`src/design/cpu_seq_regs.svh`:
```
`ifndef CPU_SEQ_REGS_SVH
`define CPU_SEQ_REGS_SVH

// ----------------------------------------------------------------
// sizes and reset values
// ----------------------------------------------------------------
`define PC_WIDTH 10
`define STACK_DEPTH 4
`define INSTR_WIDTH 15
`define RESET_VECTOR 12'h000
`define IRQ_VECTOR 12'h004
`define NOP_WORD 15'h0000

// ----------------------------------------------------------------
// instruction fields
// ----------------------------------------------------------------
`define F_CLASS_HI 14
`define F_CLASS_LO 12
`define F_SUB_HI 11
`define F_SUB_LO 8
`define F_OPND_HI 7

// ----------------------------------------------------------------
// special data addresses
// ----------------------------------------------------------------
`define PC_LOW_BYTE_ADDR 8'h06
`define TBL_LOW_ADDR 8'h07
`define TBL_HIGH_ADDR 8'h08
`define STATUS_ADDR 8'h0A

// ----------------------------------------------------------------
// status bits
// ----------------------------------------------------------------
`define ST_C 0
`define ST_AC 1
`define ST_Z 2
`define ST_OV 3

`endif

```
`src/design/cpu_seq_pkg.sv`:
```
package cpu_seq_pkg;
    typedef enum logic [3:0] {
        PH_T1 = 4'h1, PH_T2 = 4'h2, PH_T3 = 4'h4, PH_T4 = 4'h8
    } phase_type;
    typedef enum logic [2:0] {
        CL_MISC = 3'h0, CL_ALU_ACC = 3'h1, CL_ALU_MEM = 3'h2, CL_ALU_IMM = 3'h3,
        CL_SKIP = 3'h4, CL_STORE = 3'h5, CL_JUMP = 3'h6, CL_CALL = 3'h7
    } op_class_type;
    typedef enum logic [3:0] {
        AL_ADD = 4'h0, AL_ADC = 4'h1, AL_SUB = 4'h2, AL_SBC = 4'h3,
        AL_DAA = 4'h4, AL_AND = 4'h5, AL_OR = 4'h6, AL_XOR = 4'h7,
        AL_CPL = 4'h8, AL_RR = 4'h9, AL_RRC = 4'hA, AL_RL = 4'hB,
        AL_RLC = 4'hC, AL_INC = 4'hD, AL_DEC = 4'hE, AL_PASS = 4'hF
    } alu_op_type;
    typedef enum logic [3:0] {
        MI_NOP = 4'h0, MI_RETURN = 4'h1, MI_RETURN_INT = 4'h2, MI_INT_ENABLE = 4'h3
    } misc_type;
    typedef enum logic [3:0] {
        SK_ZERO = 4'h0, SK_NONZERO = 4'h1, SK_INC_ZERO = 4'h2, SK_DEC_ZERO = 4'h3
    } skip_type;
endpackage : cpu_seq_pkg

```
`src/design/cpu_alu.sv`:
```
`timescale 1ns/1ps
`default_nettype none
`include "cpu_seq_regs.svh"
module cpu_alu (
    input wire cpu_seq_pkg::alu_op_type op,
    input wire logic [7:0] a,
    input wire logic [7:0] b,
    input wire logic c_in,
    input wire logic ac_in,
    output logic [7:0] y,
    output logic [3:0] flags,
    output logic [3:0] upd
);
    import cpu_seq_pkg::*;

    function automatic logic [8:0] add9(input logic [7:0] x, input logic [7:0] w,
                                        input logic ci);
        add9 = {1'b0, x} + {1'b0, w} + {8'h00, ci};
    endfunction : add9

    logic [7:0] bx;
    logic cin;
    logic [8:0] s;
    logic [4:0] lo;
    logic [8:0] adj;

    // subtract is add of the complement; carry set means no borrow
    always_comb begin
        bx = (op == AL_SUB || op == AL_SBC) ? ~b : b;
        cin = (op == AL_ADC || op == AL_SBC) ? c_in : (op == AL_SUB);
        s = add9(a, bx, cin);
        lo = {1'b0, a[3:0]} + {1'b0, bx[3:0]} + {4'h0, cin};
        adj = add9(a, (a[3:0] > 4'h9 || ac_in) ? 8'h06 : 8'h00, 1'b0);
        y = s[7:0];
        flags = 4'h0;
        upd = 4'h0;
        flags[`ST_C] = c_in;
        case (op)
            AL_ADD, AL_ADC, AL_SUB, AL_SBC: begin
                flags[`ST_C] = s[8];
                flags[`ST_AC] = lo[4];
                flags[`ST_OV] = (a[7] == bx[7]) && (s[7] != a[7]);
                upd = 4'hF;
            end
            AL_DAA: begin
                y = adj[7:0];
                if (adj[8] || c_in || adj[7:0] > 8'h99) begin
                    y = adj[7:0] + 8'h60;
                    flags[`ST_C] = 1'b1;
                end
                upd[`ST_C] = 1'b1;
            end
            AL_AND: begin y = a & b; upd[`ST_Z] = 1'b1; end
            AL_OR: begin y = a | b; upd[`ST_Z] = 1'b1; end
            AL_XOR: begin y = a ^ b; upd[`ST_Z] = 1'b1; end
            AL_CPL: begin y = ~b; upd[`ST_Z] = 1'b1; end
            AL_RR: y = {b[0], b[7:1]};
            AL_RRC: begin y = {c_in, b[7:1]}; flags[`ST_C] = b[0]; upd[`ST_C] = 1'b1; end
            AL_RL: y = {b[6:0], b[7]};
            AL_RLC: begin y = {b[6:0], c_in}; flags[`ST_C] = b[7]; upd[`ST_C] = 1'b1; end
            AL_INC: begin y = b + 8'h01; upd[`ST_Z] = 1'b1; end
            AL_DEC: begin y = b - 8'h01; upd[`ST_Z] = 1'b1; end
            AL_PASS: y = b;
            default: y = b;
        endcase
        flags[`ST_Z] = (y == 8'h00);
    end
endmodule : cpu_alu
`default_nettype wire

```
`src/design/cpu_return_stack.sv`:
```
`timescale 1ns/1ps
`default_nettype none
`include "cpu_seq_regs.svh"
module cpu_return_stack #(
    parameter int DEPTH = `STACK_DEPTH,
    parameter int W = `PC_WIDTH
) (
    input wire logic ref_clk,
    input wire logic resetn,
    input wire logic push,
    input wire logic pop,
    input wire logic [W-1:0] push_data,
    output logic [W-1:0] top,
    output logic full
);
    import cpu_seq_pkg::*;
    localparam int PW = $clog2(DEPTH);

    typedef struct packed {
        logic [DEPTH-1:0][W-1:0] mem;
        logic [PW-1:0] ptr;
        logic [PW:0] count;
    } stack_type;
    stack_type s_q, s_d;

    // circular store: a push when full lands on the oldest entry and loses it
    always_comb begin
        s_d = s_q;
        if (push) begin
            s_d.mem[s_q.ptr] = push_data;
            s_d.ptr = s_q.ptr + 1'b1;
            if (s_q.count != DEPTH[PW:0]) s_d.count = s_q.count + 1'b1;
        end else if (pop) begin
            s_d.ptr = s_q.ptr - 1'b1;
            if (s_q.count != '0) s_d.count = s_q.count - 1'b1;
        end
    end

    always_ff @(posedge ref_clk or negedge resetn) begin
        if (!resetn) s_q <= '0;
        else s_q <= s_d;
    end

    assign top = s_q.mem[s_q.ptr - 1'b1];
    assign full = (s_q.count == DEPTH[PW:0]);
endmodule : cpu_return_stack
`default_nettype wire

```
`src/design/cpu_fetch_seq.sv`:
```
`timescale 1ns/1ps
`default_nettype none
`include "cpu_seq_regs.svh"
// How it works
// - four one-hot phases make one instruction cycle
// - program counter advances entering phase one
// - fetch overlaps execute; redirects cost a cycle
// - jump or call takes two instruction cycles
// - counter steps by one unless control transfers
// - only low counter byte is software visible
// - low byte write jumps within current page
// - low byte write inserts one dummy cycle
// - taken skip discards fetched word, dummy cycle
// - jumps, calls, interrupts, reset load target address
// - return stack holds counter values, software-invisible
// - call or interrupt acknowledge pushes counter
// - returns restore counter from stack
// - reset points stack at its top
// - full stack withholds interrupt acknowledge, flag kept
// - call on full stack overflows, oldest lost
// - stack depth is a per-variant parameter
// - eight-bit ALU, data through the accumulator
// - add, subtract, logic, rotate, inc, dec, skip
// - ALU results update the status flags
// - counter addresses program memory of variant size
// - separate table pointer addresses program memory
// - execution starts at location zero after reset
module cpu_fetch_seq #(
    parameter int PC_W = `PC_WIDTH,
    parameter int STACK_DEPTH = `STACK_DEPTH
) (
    input wire logic ref_clk,
    input wire logic resetn,
    output logic [PC_W-1:0] pmem_addr,
    input wire logic [`INSTR_WIDTH-1:0] pmem_data,
    output logic [PC_W-1:0] tbl_ptr,
    output logic [7:0] dmem_addr,
    input wire logic [7:0] dmem_rdata,
    output logic [7:0] dmem_wdata,
    output logic dmem_we,
    input wire logic irq_req,
    output logic irq_ack,
    output cpu_seq_pkg::phase_type phase,
    output logic [7:0] acc,
    output logic [3:0] status
);
    import cpu_seq_pkg::*;

    // ------------------------------------------------------------
    // state
    // ------------------------------------------------------------
    typedef struct packed {
        phase_type phase;
        logic [PC_W-1:0] pc;
        logic [`INSTR_WIDTH-1:0] ir;
        logic flush;
        logic [7:0] acc;
        logic [3:0] status;
        logic [PC_W-1:0] tbl;
        logic gie;
        logic irq_flag;
        logic irq_s1;
        logic irq_s2;
        logic irq_s3;
        logic we;
        logic [7:0] wdata;
        logic ack;
    } state_type;
    state_type s_q, s_d;

    // ------------------------------------------------------------
    // decode
    // ------------------------------------------------------------
    op_class_type cls;
    logic [3:0] sub;
    logic [7:0] opnd;
    logic [PC_W-1:0] target;
    logic [PC_W-1:0] pc_inc;
    logic [7:0] mem_val;
    alu_op_type alu_op;
    logic [7:0] alu_b;
    logic [7:0] alu_y;
    logic [3:0] alu_flags;
    logic [3:0] alu_upd;
    logic [7:0] wval;
    logic exec;
    logic wr_mem;
    logic is_jump;
    logic is_call;
    logic is_ret;
    logic is_return_from_interrupt;
    logic pcl_write;
    logic skip_taken;
    logic redirect;
    logic irq_take;
    logic stack_push;
    logic stack_pop;
    logic [PC_W-1:0] stack_top;
    logic stack_full;

    assign cls = op_class_type'(s_q.ir[`F_CLASS_HI:`F_CLASS_LO]);
    assign sub = s_q.ir[`F_SUB_HI:`F_SUB_LO];
    assign opnd = s_q.ir[`F_OPND_HI:0];
    assign target = s_q.ir[PC_W-1:0];
    assign pc_inc = s_q.pc + {{(PC_W-1){1'b0}}, 1'b1};
    // the dummy cycle carries the discarded word; it must do nothing
    assign exec = !s_q.flush;

    // low counter byte, status and table pointer sit in data space;
    // the stack and its pointer never do
    always_comb begin
        case (opnd)
            `PC_LOW_BYTE_ADDR: mem_val = s_q.pc[7:0];
            `STATUS_ADDR: mem_val = {4'h0, s_q.status};
            `TBL_LOW_ADDR: mem_val = s_q.tbl[7:0];
            `TBL_HIGH_ADDR: mem_val = 8'(s_q.tbl[PC_W-1:8]);
            default: mem_val = dmem_rdata;
        endcase
    end

    always_comb begin
        alu_op = alu_op_type'(sub);
        if (cls == CL_SKIP) begin
            case (sub)
                SK_INC_ZERO: alu_op = AL_INC;
                SK_DEC_ZERO: alu_op = AL_DEC;
                default: alu_op = AL_PASS;
            endcase
        end
    end

    assign alu_b = (cls == CL_ALU_IMM) ? opnd : mem_val;

    cpu_alu u_alu (
        .op(alu_op),
        .a(s_q.acc),
        .b(alu_b),
        .c_in(s_q.status[`ST_C]),
        .ac_in(s_q.status[`ST_AC]),
        .y(alu_y),
        .flags(alu_flags),
        .upd(alu_upd)
    );

    assign wval = (cls == CL_STORE) ? s_q.acc : alu_y;
    assign wr_mem = exec && (cls == CL_ALU_MEM || cls == CL_STORE ||
        (cls == CL_SKIP && (sub == SK_INC_ZERO || sub == SK_DEC_ZERO)));
    assign is_jump = exec && cls == CL_JUMP;
    assign is_call = exec && cls == CL_CALL;
    assign is_ret = exec && cls == CL_MISC && sub == MI_RETURN;
    assign is_return_from_interrupt = exec && cls == CL_MISC && sub == MI_RETURN_INT;
    assign pcl_write = wr_mem && opnd == `PC_LOW_BYTE_ADDR;
    assign skip_taken = exec && cls == CL_SKIP &&
        ((sub == SK_NONZERO) ? alu_y != 8'h00 : alu_y == 8'h00);
    assign redirect = is_jump || is_call || is_ret || is_return_from_interrupt || pcl_write || skip_taken;

    // interrupt only between ordinary instructions, never on a full stack
    assign irq_take = s_q.phase == PH_T4 && s_q.irq_flag && s_q.gie &&
        !stack_full && !redirect;
    assign stack_push = s_q.phase == PH_T4 && (is_call || irq_take);
    assign stack_pop = s_q.phase == PH_T4 && (is_ret || is_return_from_interrupt);

    cpu_return_stack #(
        .DEPTH(STACK_DEPTH),
        .W(PC_W)
    ) u_stack (
        .ref_clk(ref_clk),
        .resetn(resetn),
        .push(stack_push),
        .pop(stack_pop),
        .push_data(s_q.pc),
        .top(stack_top),
        .full(stack_full)
    );

    // ------------------------------------------------------------
    // next state
    // ------------------------------------------------------------
    always_comb begin
        s_d = s_q;
        s_d.ack = 1'b0;
        s_d.irq_s1 = irq_req;
        s_d.irq_s2 = s_q.irq_s1;
        s_d.irq_s3 = s_q.irq_s2;
        // a new request beats the acknowledge that clears the flag
        s_d.irq_flag = (s_q.irq_s2 && !s_q.irq_s3) || (s_q.irq_flag && !irq_take);
        case (s_q.phase)
            PH_T1: s_d.phase = PH_T2;
            PH_T2: s_d.phase = PH_T3;
            PH_T3: begin
                s_d.phase = PH_T4;
                s_d.we = wr_mem && opnd != `PC_LOW_BYTE_ADDR && opnd != `STATUS_ADDR &&
                    opnd != `TBL_LOW_ADDR && opnd != `TBL_HIGH_ADDR;
                s_d.wdata = wval;
            end
            PH_T4: begin
                s_d.phase = PH_T1;
                s_d.we = 1'b0;
                s_d.ir = pmem_data;
                s_d.flush = redirect || irq_take;
                s_d.pc = pc_inc;
                if (exec) begin
                    if (cls == CL_ALU_ACC || cls == CL_ALU_IMM) s_d.acc = alu_y;
                    if (cls == CL_ALU_ACC || cls == CL_ALU_IMM || cls == CL_ALU_MEM ||
                        cls == CL_SKIP) begin
                        s_d.status = (s_q.status & ~alu_upd) | (alu_flags & alu_upd);
                    end
                    if (cls == CL_MISC && sub == MI_INT_ENABLE) s_d.gie = 1'b1;
                end
                if (wr_mem) begin
                    case (opnd)
                        `STATUS_ADDR: s_d.status = wval[3:0];
                        `TBL_LOW_ADDR: s_d.tbl[7:0] = wval;
                        `TBL_HIGH_ADDR: s_d.tbl[PC_W-1:8] = wval[PC_W-9:0];
                        default: s_d.tbl = s_q.tbl;
                    endcase
                end
                if (is_jump || is_call) s_d.pc = target;
                if (is_ret || is_return_from_interrupt) s_d.pc = stack_top;
                if (is_return_from_interrupt) s_d.gie = 1'b1;
                if (pcl_write) s_d.pc = {s_q.pc[PC_W-1:8], wval};
                if (irq_take) begin
                    s_d.pc = PC_W'(`IRQ_VECTOR);
                    s_d.gie = 1'b0;
                    s_d.ack = 1'b1;
                end
            end
            default: s_d.phase = PH_T1;
        endcase
    end

    // the first cycle after reset is a dummy while location zero is fetched
    always_ff @(posedge ref_clk or negedge resetn) begin
        if (!resetn) begin
            s_q <= '{phase: PH_T1, pc: PC_W'(`RESET_VECTOR), ir: `NOP_WORD,
                     flush: 1'b1, acc: 8'h00, status: 4'h0, tbl: '0, gie: 1'b0,
                     irq_flag: 1'b0, irq_s1: 1'b0, irq_s2: 1'b0, irq_s3: 1'b0,
                     we: 1'b0, wdata: 8'h00, ack: 1'b0};
        end else begin
            s_q <= s_d;
        end
    end

    // ------------------------------------------------------------
    // outputs
    // ------------------------------------------------------------
    assign pmem_addr = s_q.pc;
    assign tbl_ptr = s_q.tbl;
    assign dmem_addr = opnd;
    assign dmem_wdata = s_q.wdata;
    assign dmem_we = s_q.we;
    assign irq_ack = s_q.ack;
    assign phase = s_q.phase;
    assign acc = s_q.acc;
    assign status = s_q.status;
endmodule : cpu_fetch_seq
`default_nettype wire

```
`config.mk`:
```
export PLATFORM = sky130hd
export DESIGN_NAME = cpu_fetch_seq
export DESIGN_NICKNAME = d
export VERILOG_FILES = /design/src/design/cpu_seq_pkg.sv /design/src/design/cpu_alu.sv /design/src/design/cpu_return_stack.sv /design/src/design/cpu_fetch_seq.sv
export VERILOG_INCLUDE_DIRS = /design/src /design/src/design
export SDC_FILE = /design/constraint.sdc
export NUM_CORES = 1
export LEC_CHECK = 0
export BUFFER_PORTS_ARGS = -buffer_cell sky130_fd_sc_hd__clkbuf_2
export CELL_PAD_IN_SITES_DETAIL_PLACEMENT = 1
export CELL_PAD_IN_SITES_GLOBAL_PLACEMENT = 1
export CORE_UTILIZATION = 35
export DETAILED_ROUTE_END_ITERATION = 10
export PLACE_DENSITY_LB_ADDON = 0.15
export SLEW_MARGIN = 5
export SYNTH_ARGS = -nofsm -noshare
export SYNTH_HDL_FRONTEND = slang
export SYNTH_SLANG_ARGS = --single-unit
```
`constraint.sdc`:
```
create_clock -name ref_clk -period 6.3 [get_ports ref_clk]
set_clock_uncertainty 0.1 [all_clocks]
set_input_delay 0.315 -clock ref_clk [delete_from_list [all_inputs] [get_ports ref_clk]]
set_output_delay 0.315 -clock ref_clk [all_outputs]
set_load 0.01 [all_outputs]
```
# Yosys cells after proc, flatten, opt, wreduce, memory -nomap -nowiden

Cells that the tools add are included.

Flip-flop bits (word level): 112
Bits of input ports: 26
Output and inout bits: 54
Logic and storage cells: 207

Add/subtract/negate cells: 13
Magnitude comparators: 5
Eq/ne operators: 44
Mux-type cells: 45
Bitwise logic cells: 9
Reduce and logical (&&, ||, !) cells: 68

Operator list:

| operator                                                                | number |
|---|---|
| 8-bit one-hot mux with 12 select lines                                  | 1 |
| 10-bit 2-to-1 mux                                                       | 6 |
| 40-bit bitwise mux                                                      | 1 |
| 8-bit 2-to-1 mux                                                        | 5 |
| 4-bit == test, second input constant                                    | 9 |
| 8-bit one-hot mux with 4 select lines                                   | 1 |
| 1-bit logical AND                                                       | 25 |
| 10-bit binary-select mux with 2-bit select                              | 1 |
| 10-bit demux with 2-bit select                                          | 1 |
| 4-bit by 2-bit == test with 1-bit output, second input constant         | 5 |
| 4-bit by 3-bit == test with 1-bit output, second input constant         | 5 |
| 1-bit logical OR                                                        | 20 |
| 8-bit by 3-bit == test with 1-bit output, second input constant         | 2 |
| 8-bit by 4-bit == test with 1-bit output, second input constant         | 2 |
| 4-bit 2-to-1 mux                                                        | 4 |
| 8-bit by 3-bit inequality test with 1-bit output, second input constant | 2 |
| 8-bit by 4-bit inequality test with 1-bit output, second input constant | 2 |
| 3-bit == test, second input constant                                    | 5 |
| 3-bit AND reduction                                                     | 5 |
| 1-bit 2-to-1 mux                                                        | 14 |
| 14-bit 2-to-1 mux                                                       | 1 |
| 4-bit by 1-bit == test with 1-bit output, second input constant         | 3 |
| 4-bit one-hot mux with 3 select lines                                   | 1 |
| 10-bit by 1-bit adder with 10-bit output, second input constant         | 1 |
| 48 further kinds                                                        | 62 |

# Depth between registers and ports, before layout

Gate-level depths: netlist of run 1.

Depth in word-level cells: 19
Depth in mapped cells: 23
Depth with buffers taken out: 21

# Cells and area by module

A second synthesis of run 1 with hierarchy kept.

Cells, all modules: 897
Area total of the unflattened synthesis: 8389.3 um^2

Modules (own cells, without submodules):

| module           | times used | cells an instance | area each (um^2) | seq. area each (um^2) |
|---|---|---|---|---|
| cpu_fetch_seq    | 1          | 442               | 4090.2           | 1679.1 |
| cpu_alu          | 1          | 322               | 2229.6           | 0.0 |
| cpu_return_stack | 1          | 133               | 2069.5           | 1126.1 |

# Least setup slack after synthesis of run 1

Ideal clock, no wire load.

Kind: register to register
Start point: register s_q (netlist bit dmem_addr[0])
End point: register u_stack.s_q[1] (netlist name)
Setup time: 131 ps
Arrival time: 5938 ps
Required time: 6069 ps
Path slack: 132 ps
Cell stages (with the launch flop): 23
Path buffers: 1
Period minus slack after synthesis: 6168 ps
Path through: dfrtp_1 > clkbuf_1 > or3b_2 > a21o_1 > nor4_1 > nor2_2 > xor2_1 > fa_1 > inv_1 > fa_1 > nor2b_1 > o21ai_0 > and2_1 > xnor2_1 > o32a_1 > a211o_1 > or4b_1 > o31a_1 > o21bai_4 > inv_1 > fa_1 > mux2i_1 > a21oi_1

RTL lines:

| item                     | line                   | text |
|---|---|---|
| start: declaration       | cpu_fetch_seq.sv:69    | `state_type s_q, s_d;` |
| start signal: assignment | cpu_fetch_seq.sv:235   | `` s_q <= '{phase: PH_T1, pc: PC_W'(`RESET_VECTOR), ir: `NOP_WORD, `` |
| end signal: assignment   | cpu_return_stack.sv:40 | `if (!resetn) s_q <= '0;` |
| end signal: assignment   | cpu_return_stack.sv:41 | `else s_q <= s_d;` |
| end: declaration         | cpu_return_stack.sv:24 | `stack_type s_q, s_d;` |

# Final worst setup path of run 1

Start point: register s_q (netlist bit dmem_addr[5])
End point: register u_stack.s_q[32] (netlist name)

Longest elaborated chain between the ends: 16
Elaborated cells between the ends (all ways): 27
Those cells by class: add/sub: 4; eq/ne: 4; mux: 5; bitwise: 4; reduce/logical: 10

Ends and longest elaborated chain:

| item                                                                                                        | line                         | text |
|---|---|---|
| 8-bit by 4-bit == test with 1-bit output / 8-bit by 3-bit == test with 1-bit output (equally long branches) | cpu_fetch_seq.sv:112         | `case (opnd)` |
| 8-bit one-hot mux with 4 select lines                                                                       | cpu_fetch_seq.sv:112         |  |
| 8-bit 2-to-1 mux                                                                                            | cpu_fetch_seq.sv:132         | `assign alu_b = (cls == CL_ALU_IMM) ? opnd : mem_val;` |
| 8-bit NOT                                                                                                   | cpu_alu.sv:29, cpu_alu.sv:56 |  |
| 8-bit 2-to-1 mux                                                                                            | cpu_alu.sv:29                | `bx = (op == AL_SUB \|\| op == AL_SBC) ? ~b : b;` |
| 8-bit by 8-bit adder with 9-bit output                                                                      | cpu_alu.sv:18                | `add9 = {1'b0, x} + {1'b0, w} + {8'h00, ci};` |
| 9-bit by 1-bit adder with 9-bit output                                                                      | cpu_alu.sv:18                |  |
| 8-bit one-hot mux with 12 select lines                                                                      | cpu_alu.sv:38                | `case (op)` |
| 8-bit logical NOT / 8-bit nonzero test (equally long branches)                                              | cpu_fetch_seq.sv:154         | `((sub == SK_NONZERO) ? alu_y != 8'h00 : alu_y == 8'h00);` |
| 1-bit 2-to-1 mux                                                                                            | cpu_fetch_seq.sv:154         |  |
| 1-bit logical AND                                                                                           | cpu_fetch_seq.sv:153         | `assign skip_taken = exec && cls == CL_SKIP &&` |
| 1-bit logical OR (*)                                                                                        | cpu_fetch_seq.sv:155         | `assign redirect = is_jump \|\| is_call \|\| is_ret \|\| is_return_from_interrupt \|\| pcl_write \|\| skip_taken;` |
| 1-bit logical NOT (*)                                                                                       | cpu_fetch_seq.sv:159         | `!stack_full && !redirect;` |
| 1-bit logical AND (*)                                                                                       | cpu_fetch_seq.sv:159         |  |
| 1-bit logical OR (*)                                                                                        | cpu_fetch_seq.sv:160         | `assign stack_push = s_q.phase == PH_T4 && (is_call \|\| irq_take);` |
| 1-bit logical AND (*)                                                                                       | cpu_fetch_seq.sv:160         |  |

Every way passes the cells marked *; elsewhere a longest branch is shown, timed or not.
A chain may end at the register's enable or synchronous reset.

==> impl_metrics.env, run 1 <==
export IMPL_status="finished, final reports clean"
export IMPL_clockBufferDepth=2
export IMPL_synthXorXnorAreaFrac_pct=4.00
export IMPL_drt_iter0_drc=396
export IMPL_synth_area_sq_um=8530
export IMPL_ant_nets=0
export IMPL_r2r_cells=18
export IMPL_dp_hpwl_um=22200
export IMPL_ys_seq_elements=112
export IMPL_postSynthAreaPerCell_sq_um=8.69
export IMPL_drv_cap=0
export IMPL_cp_slowest_cell="or4_4"
export IMPL_setup_viol=0
export IMPL_antenna_found_initial=0
export IMPL_worstMarginPinSlew_ns=0.780
export IMPL_clock_sinks=112
export IMPL_yosys_warnings=0
export IMPL_fillers=2846
export IMPL_synth_simple_area_share_pct=20.3
export IMPL_initial_core_util_pct=36.0
export IMPL_hold_viol=0
export IMPL_clk_latency_ns=0.37
export IMPL_path_clk_slew_ns=0.08
export IMPL_slew_headroom_pct=48.0
export IMPL_critical_path_top_delay_family="compound AO/OA/AOI/OAI gates"
export IMPL_coreArea_sq_um=23700
export IMPL_start_kind="flip-flop"
export IMPL_htreeDepth=3
export IMPL_grt_pass1_wl_um=45200
export IMPL_synth_adder_area_share_pct=6.45
export IMPL_synth_area_top_cells="dfrtp_1, nand2_1, mux2_2"
export IMPL_die_y_um=158
export IMPL_die_area_sq_um=25000
export IMPL_drv_slew=0
export IMPL_timing_critical_path_from="dmem_addr[5]$_DFFE_PN0P_"
export IMPL_power_density_nw_per_um2=352
export IMPL_place_area_sq_um=9110
export IMPL_die_width_um=158
export IMPL_std_cell_rows=56
export IMPL_synth_top_cell_area_share_pct=32.3
export IMPL_synth_edf_count=0
export IMPL_crit_arrival_ns=6.11
export IMPL_critical_path_class="reg2reg"
export IMPL_dpl_worst_slack_ns=0.339
export IMPL_cts_tree="built"
export IMPL_required_ns=6.44
export IMPL_syn_inst=981
export IMPL_ys_dominant_reg_cell="dfrtp_1"
export IMPL_peakVddDrop_mv=0.173
export IMPL_drive_gt1_share_pct=22.1
export IMPL_finalWirelength_um=29100
export IMPL_synth_top_cell_by_area="dfrtp_1"
export IMPL_syn_num_nets=1048
export IMPL_rsz0062_at_grt="false"
export IMPL_wire_per_inst_um=21.8
export IMPL_synth_compound_area_share_pct=17.2
export IMPL_cp_cell_sequence="or4_4 > a21oi_4 > o22ai_1 > a311oi_2 > inv_1 > fa_1 > a211oi_1 > nor2_1 > xor2_1 > a221o_1 > o32a_1 > a211o_1 > or4b_1 > o31ai_2 > o21bai_4 > buf_4 > nand2_4 > mux2_2"
export IMPL_max_freq_mhz=168
export IMPL_endpoint="u_stack.s_q[32]$_DFFE_PN0P_"
export IMPL_reg2reg_slack_ns=0.33
export IMPL_reg2reg_to="u_stack.s_q[32]$_DFFE_PN0P_"
export IMPL_grt_max_degree=61
export IMPL_path_depth=18
export IMPL_period_share_pct=94.7
export IMPL_setup_tns_ns=0
export IMPL_endpoint_kind="flip-flop"
export IMPL_io_pins=80
export IMPL_crit_buf_inv=2
export IMPL_synthMuxAreaShare_pct=10.3
export IMPL_antenna_cells=0
export IMPL_cts_made_buffers=9
export IMPL_track_usage_pct=24.3
export IMPL_vias_per_cell=5.57
export IMPL_cts_setup_buffers=0
export IMPL_setup_ws_ns=0.333
export IMPL_synth_top_family_by_area="simple AND/OR/NAND/NOR gates"
export IMPL_grt_pass1_vias=7579
export IMPL_place_congestion=0.928
export IMPL_clock_root_buffer="clkbuf_16"
export IMPL_io_buffers=79
export IMPL_cp_slowest_stage_delay_ns=0.62
export IMPL_whs_ns=0.0409
export IMPL_ys_types=78
export IMPL_grt_ovfl_total=0
export IMPL_min_period_ns=5.97
export IMPL_finalInstanceArea_sq_um=9440
export IMPL_drc_errors=0
export IMPL_num_nets_final=1079
export IMPL_via_count=7446
export IMPL_cp_max_fo=12
export IMPL_synth_seq_area_share_pct=32.9
export IMPL_p_leak_nw=4.24
export IMPL_rr_startpoint="dmem_addr[5]$_DFFE_PN0P_"
export IMPL_async_reset_ff_share_pct=100
export IMPL_first_pass_iters=5
export IMPL_areaGrowthSynthToFinish_pct=10.7
export IMPL_hold_class="in2reg"
[where the power goes]
group	leakage, nW	total [mW]	switching (mW)	internal, mW
Combinational	2.75	1.51	0.834	0.677
Sequential	1.35	1.21	0.303	0.909
Clock	0.150	0.596	0.303	0.293
Total	4.24	3.32	1.44	1.88
[state kept, by name, summed over array words and instances (netlist names)]
signal and flops:
irq_ack 1, dmem_addr 8, s_d 2, tbl_ptr 10, status 4, s_q 8
u_stack.s_q 45, dmem_we 1, acc 8, phase 4, pmem_addr 10, dmem_wdata 8
cls 3
[synth_stat cells (5+ instances only)]
library cell and n:
or2_2 5, nor2_1 67, xnor2_1 24, buf_1 5, a21o_1 8, nor3b_1 6, xor2_1 15, mux4_2 10
dfrtp_1 110, nand2_1 134, nand3b_1 9, o22ai_1 7, nand3_1 26, a21oi_1 52, nor4b_1 5, mux2i_1 16
and2_1 10, a31oi_1 12, nor2b_1 11, nor4_1 6, inv_1 32, and3_1 9, o21ai_0 63, nand2b_1 10
nor3_1 16, mux2_2 42, ha_1 36, buf_4 52, clkbuf_1 54, o31ai_1 8, or4_1 6, fa_1 5
nand4_1 7, a211oi_1 19
[kinds of logic (layout without fill, tap and decap cells)]
| logic type | after synthesis | in the layout |
|---|---|---|
| DFF | 112 | 112 |
| AOI/OAI and AO/OA | 225 | 225 |
| adders and majority gates | 41 | 41 |
| muxes | 70 | 70 |
| xor gates and xnor gates | 39 | 39 |
| and+or+nand+nor | 349 | 349 |
| buffers and inverters | 145 | 181 |
[area by class of cell]
cell class | instances | area (sq um) | share of cell area [%]
Timing Repair Buffer | 133 | 808 | 8.56
Clock buffer | 10 | 239 | 2.53
Inverter | 32 | 120 | 1.27
Clock inverter | 6 | 67.6 | 0.716
Multi-Input combinational cell | 724 | 5000 | 53.0
Sequential cell | 112 | 2810 | 29.7
Tap cell | 319 | 399 | 4.23
[repair_timing]
action / CTS / global route
endpoints found under the setup margin: 0 / 2
hold endpoints to repair: 52 / 0
resized for setup: 0 / 1
hold buffers: 2 / 0
[placed cells by master (no fill, tap or decap), types with 24 or more instances in the layout]
cell type | netlist | layout
nand3_1 | 26 | 26
o21ai_0 | 63 | 63
buf_4 | 52 | 53
nor2_1 | 67 | 67
mux2_2 | 42 | 42
ha_1 | 36 | 36
a21oi_1 | 52 | 52
xnor2_1 | 24 | 24
dfrtp_1 | 110 | 110
inv_1 | 32 | 32
nand2_1 | 134 | 134
clkbuf_2 | 0 | 78
[worst min path at each step]
| stage | depth (start not counted) | startpoint | to | slack [ns] |
|---|---|---|---|---|
| 6_report | 3 | pmem_data[13] | cls[1]$_DFFE_PN0P_ | 0.04 |
| 5_1_grt | 3 | pmem_data[13] | cls[1]$_DFFE_PN0P_ | 0.05 |
| 4_1_cts | 3 | pmem_data[14] | cls[2]$_DFFE_PN0P_ | 0.03 |
| 3_5_place_dp | 0 | s_d[11]$_DFF_PN0_ | s_d[10]$_DFF_PN0_ | 0.25 |
| 3_3_place_gp | 0 | s_d[11]$_DFF_PN0_ | s_d[10]$_DFF_PN0_ | 0.24 |
| 2_1_floorplan | 0 | resetn | acc[0]$_DFFE_PN0P_ | -0.08 |
[routing by layer]
layer / track usage [%] / vias up / share of wire, %
met5: 0 / - / 0
met4: 10.4 / 0 / 3.6
met3: 2.22 / 50 / 2.6
met2: 41.7 / 137 / 49
met1: 31.1 / 3760 / 45
li1: - / 3499 / -
[stage by stage]
step           total power [mW]  std cells  utilization [%]
6_report                   3.32       1336             39.9
5_1_grt                    3.56       1336             39.9
4_1_cts                    3.36       1336             39.8
3_5_place_dp               2.75       1318             38.5
3_3_place_gp               2.72       1318             38.5
2_1_floorplan              2.28        981                -
[tightest hold or removal path, delay by kind of cell]
kind	cells	cell delay, ns
buffers and inverters	1	0.08
and+or+nand+nor	2	0.09
(Power assumes the default switching activity.)
==> inputs of run 2 (changes only) <==
- BUFFER_PORTS_ARGS: -buffer_cell sky130_fd_sc_hd__clkbuf_2 -> not set
- DONT_BUFFER_PORTS: not set -> 1
- GPL_TIMING_DRIVEN: not set -> 0
==> run 2 against run 1 <==
  * Core utilization increased by 1.1 points
  * Register-to-register slack got worse by 0.16 ns
  * Critical path depth increased by 3
  * Maximum frequency decreased by 2.6%
  * Worst setup slack got worse by 0.16 ns
==> impl_metrics.env, run 2 (synthesized netlist as in run 1, its figures left out) <==
export IMPL_grt_pass1_vias=7638
export IMPL_drv_slew=0
export IMPL_required_ns=6.45
export IMPL_max_freq_mhz=163
export IMPL_wire_per_inst_um=22.1
export IMPL_cts_made_buffers=9
export IMPL_period_share_pct=97.3
export IMPL_areaGrowthSynthToFinish_pct=13.8
export IMPL_drt_iter0_drc=451
export IMPL_critical_path_top_delay_family="compound AO/OA/AOI/OAI gates"
export IMPL_worstMarginPinSlew_ns=1.16
export IMPL_endpoint_kind="flip-flop"
export IMPL_via_count=7510
export IMPL_track_usage_pct=24.5
export IMPL_netSwitchingFraction_pct=43.3
export IMPL_place_congestion=0.881
export IMPL_start_kind="flip-flop"
export IMPL_ant_nets=0
export IMPL_num_nets_final=1088
export IMPL_grt_pass1_wl_um=45700
export IMPL_dp_hpwl_um=22700
export IMPL_crit_buf_inv=4
export IMPL_die_y_um=158
export IMPL_cp_slowest_stage_delay_ns=0.58
export IMPL_cp_max_fo=10
export IMPL_cts_tree="built"
export IMPL_first_pass_iters=4
export IMPL_p_switching_mw=1.48
export IMPL_final_cell_mix="nand2_1, dfrtp_1, buf_4"
export IMPL_power_mw=3.42
export IMPL_cp_slowest_cell="or4b_4"
export IMPL_cp_cell_sequence="or4_4 > buf_6 > a21oi_4 > buf_4 > nor2_1 > a221oi_4 > inv_1 > ha_2 > a211oi_2 > nor2_1 > xor2_1 > a221o_1 > o32a_1 > a211o_1 > or4b_4 > o31a_1 > o21bai_4 > inv_1 > fa_1 > a211oi_1 > a21oi_1"
export IMPL_hold_viol=0
export IMPL_io_pins=80
export IMPL_grt_ovfl_total=0
export IMPL_drv_cap=0
export IMPL_p_seq_share_pct=32.7
export IMPL_largest_register_ffs=45
export IMPL_p_int_mw=1.94
export IMPL_clock_sinks=112
export IMPL_peakVddDrop_mv=0.189
export IMPL_final_common_cell="nand2_1"
export IMPL_htreeDepth=3
export IMPL_final_util_pct=41.0
export IMPL_std_cell_rows=56
export IMPL_status="finished, final reports clean"
export IMPL_regMostFlops="u_stack.s_q"
export IMPL_crit_arrival_ns=6.27
export IMPL_hold_class="reg2reg"
export IMPL_finalWirelength_um=29800
export IMPL_clk_latency_ns=0.37
export IMPL_antenna_found_initial=3
export IMPL_setup_viol=0
export IMPL_clock_root_buffer="clkbuf_16"
export IMPL_die_width_um=158
export IMPL_min_period_ns=6.13
export IMPL_drive_gt1_share_pct=19.2
export IMPL_vias_per_cell=5.58
export IMPL_p_leak_nw=4.20
export IMPL_critical_path_class="reg2reg"
export IMPL_power_density_nw_per_um2=353
export IMPL_path_clk_slew_ns=0.08
export IMPL_coreArea_sq_um=23700
export IMPL_initial_core_util_pct=36.0
export IMPL_p_clk_share_pct=17.8
export IMPL_io_buffers=0
export IMPL_pwr_share_comb_pct=49.6
export IMPL_setup_ws_ns=0.171
export IMPL_grt_max_degree=113
export IMPL_drc_errors=0
export IMPL_clockBufferDepth=2
export IMPL_slew_headroom_pct=22.7
export IMPL_dpl_worst_slack_ns=-1.24
export IMPL_die_area_sq_um=25000
run 2: changes by cell type in the layout (fill, tap and decap cells not counted), moves of 15 or more:
| cell | previous run | this run |
|---|---|---|
| buf_4 | 53 | 68 |
| clkbuf_1 | 0 | 38 |
| clkbuf_2 | 78 | 12 |
| dlygate4sd3_1 | 2 | 17 |
run 2: routing by layer:
metal | global-route usage [%] | up-vias | part of all wire, %
met3 | 3.07 | 46 | 2.8
met4 | 8.61 | 2 | 2.5
met2 | 43.2 | 121 | 51
met5 | 0 | - | 0.037
met1 | 30.7 | 3811 | 44
li1 | - | 3530 | -
run 2: layout make-up:
| class | count | area (sq um) |
|---|---|---|
| clock inverter | 6 | 62.6 |
| sequential | 112 | 2810 |
| tap | 319 | 399 |
| inverter | 32 | 120 |
| antenna | 2 | 5.00 |
| multi-input combinational | 724 | 5110 |
| clock buffer | 10 | 239 |
| fill | 2827 | 14000 |
| timing repair buffer | 35 | 329 |
| buffer | 107 | 627 |
run 2: worst paths after layout:
check                                         start                    endpoint  slack (ns)  depth (start not counted)
setup / recovery           dmem_addr[7]$_DFFE_PN0P_  u_stack.s_q[2]$_DFFE_PN0P_        0.17                         21
hold / removal                    s_d[11]$_DFF_PN0_           s_d[10]$_DFF_PN0_        0.26                          0
setup reg to reg           dmem_addr[7]$_DFFE_PN0P_  u_stack.s_q[2]$_DFFE_PN0P_        0.17                         21
hold reg to reg                   s_d[11]$_DFF_PN0_           s_d[10]$_DFF_PN0_        0.26                          0
max in group asynchronous                    resetn    dmem_addr[3]$_DFFE_PN0P_        5.09                          2
min in group asynchronous                    resetn   dmem_wdata[5]$_DFFE_PN0N_        0.39                          2
run 2: power groups by stage:
stage | combinational (mW) | sequential (mW) | clock [mW]
2_1_floorplan | 1.24 | 1.04 | 0
3_5_place_dp | 1.65 | 1.13 | 0
5_1_grt | 1.86 | 1.15 | 0.643
3_3_place_gp | 1.62 | 1.13 | 0
6_report | 1.70 | 1.12 | 0.608
4_1_cts | 1.69 | 1.12 | 0.619
run 2: through the flow:
stage | std cells | cell area, sq um | TNS (ns) | hold WS [ns]
after floorplan | 981 | 8530 | 0 | -0.0806
after global placement | 1300 | 8930 | -83.53 | -0.0760
after detailed placement | 1302 | 8960 | -54.75 | -0.0760
after CTS | 1335 | 9550 | 0 | 0.264
after global routing | 1346 | 9700 | -0.00537 | 0.275
final | 1347 | 9700 | 0 | 0.257
run 2: timing repair:
action | CTS | global route
hold buffers | 18 | 0
setup endpoints to repair | 60 | 56
hold endpoints to repair | 128 | 0
cloned | 0 | 0
setup buffers | 3 | 12
pin swaps | 5 | 8
resized for setup | 16 | 33
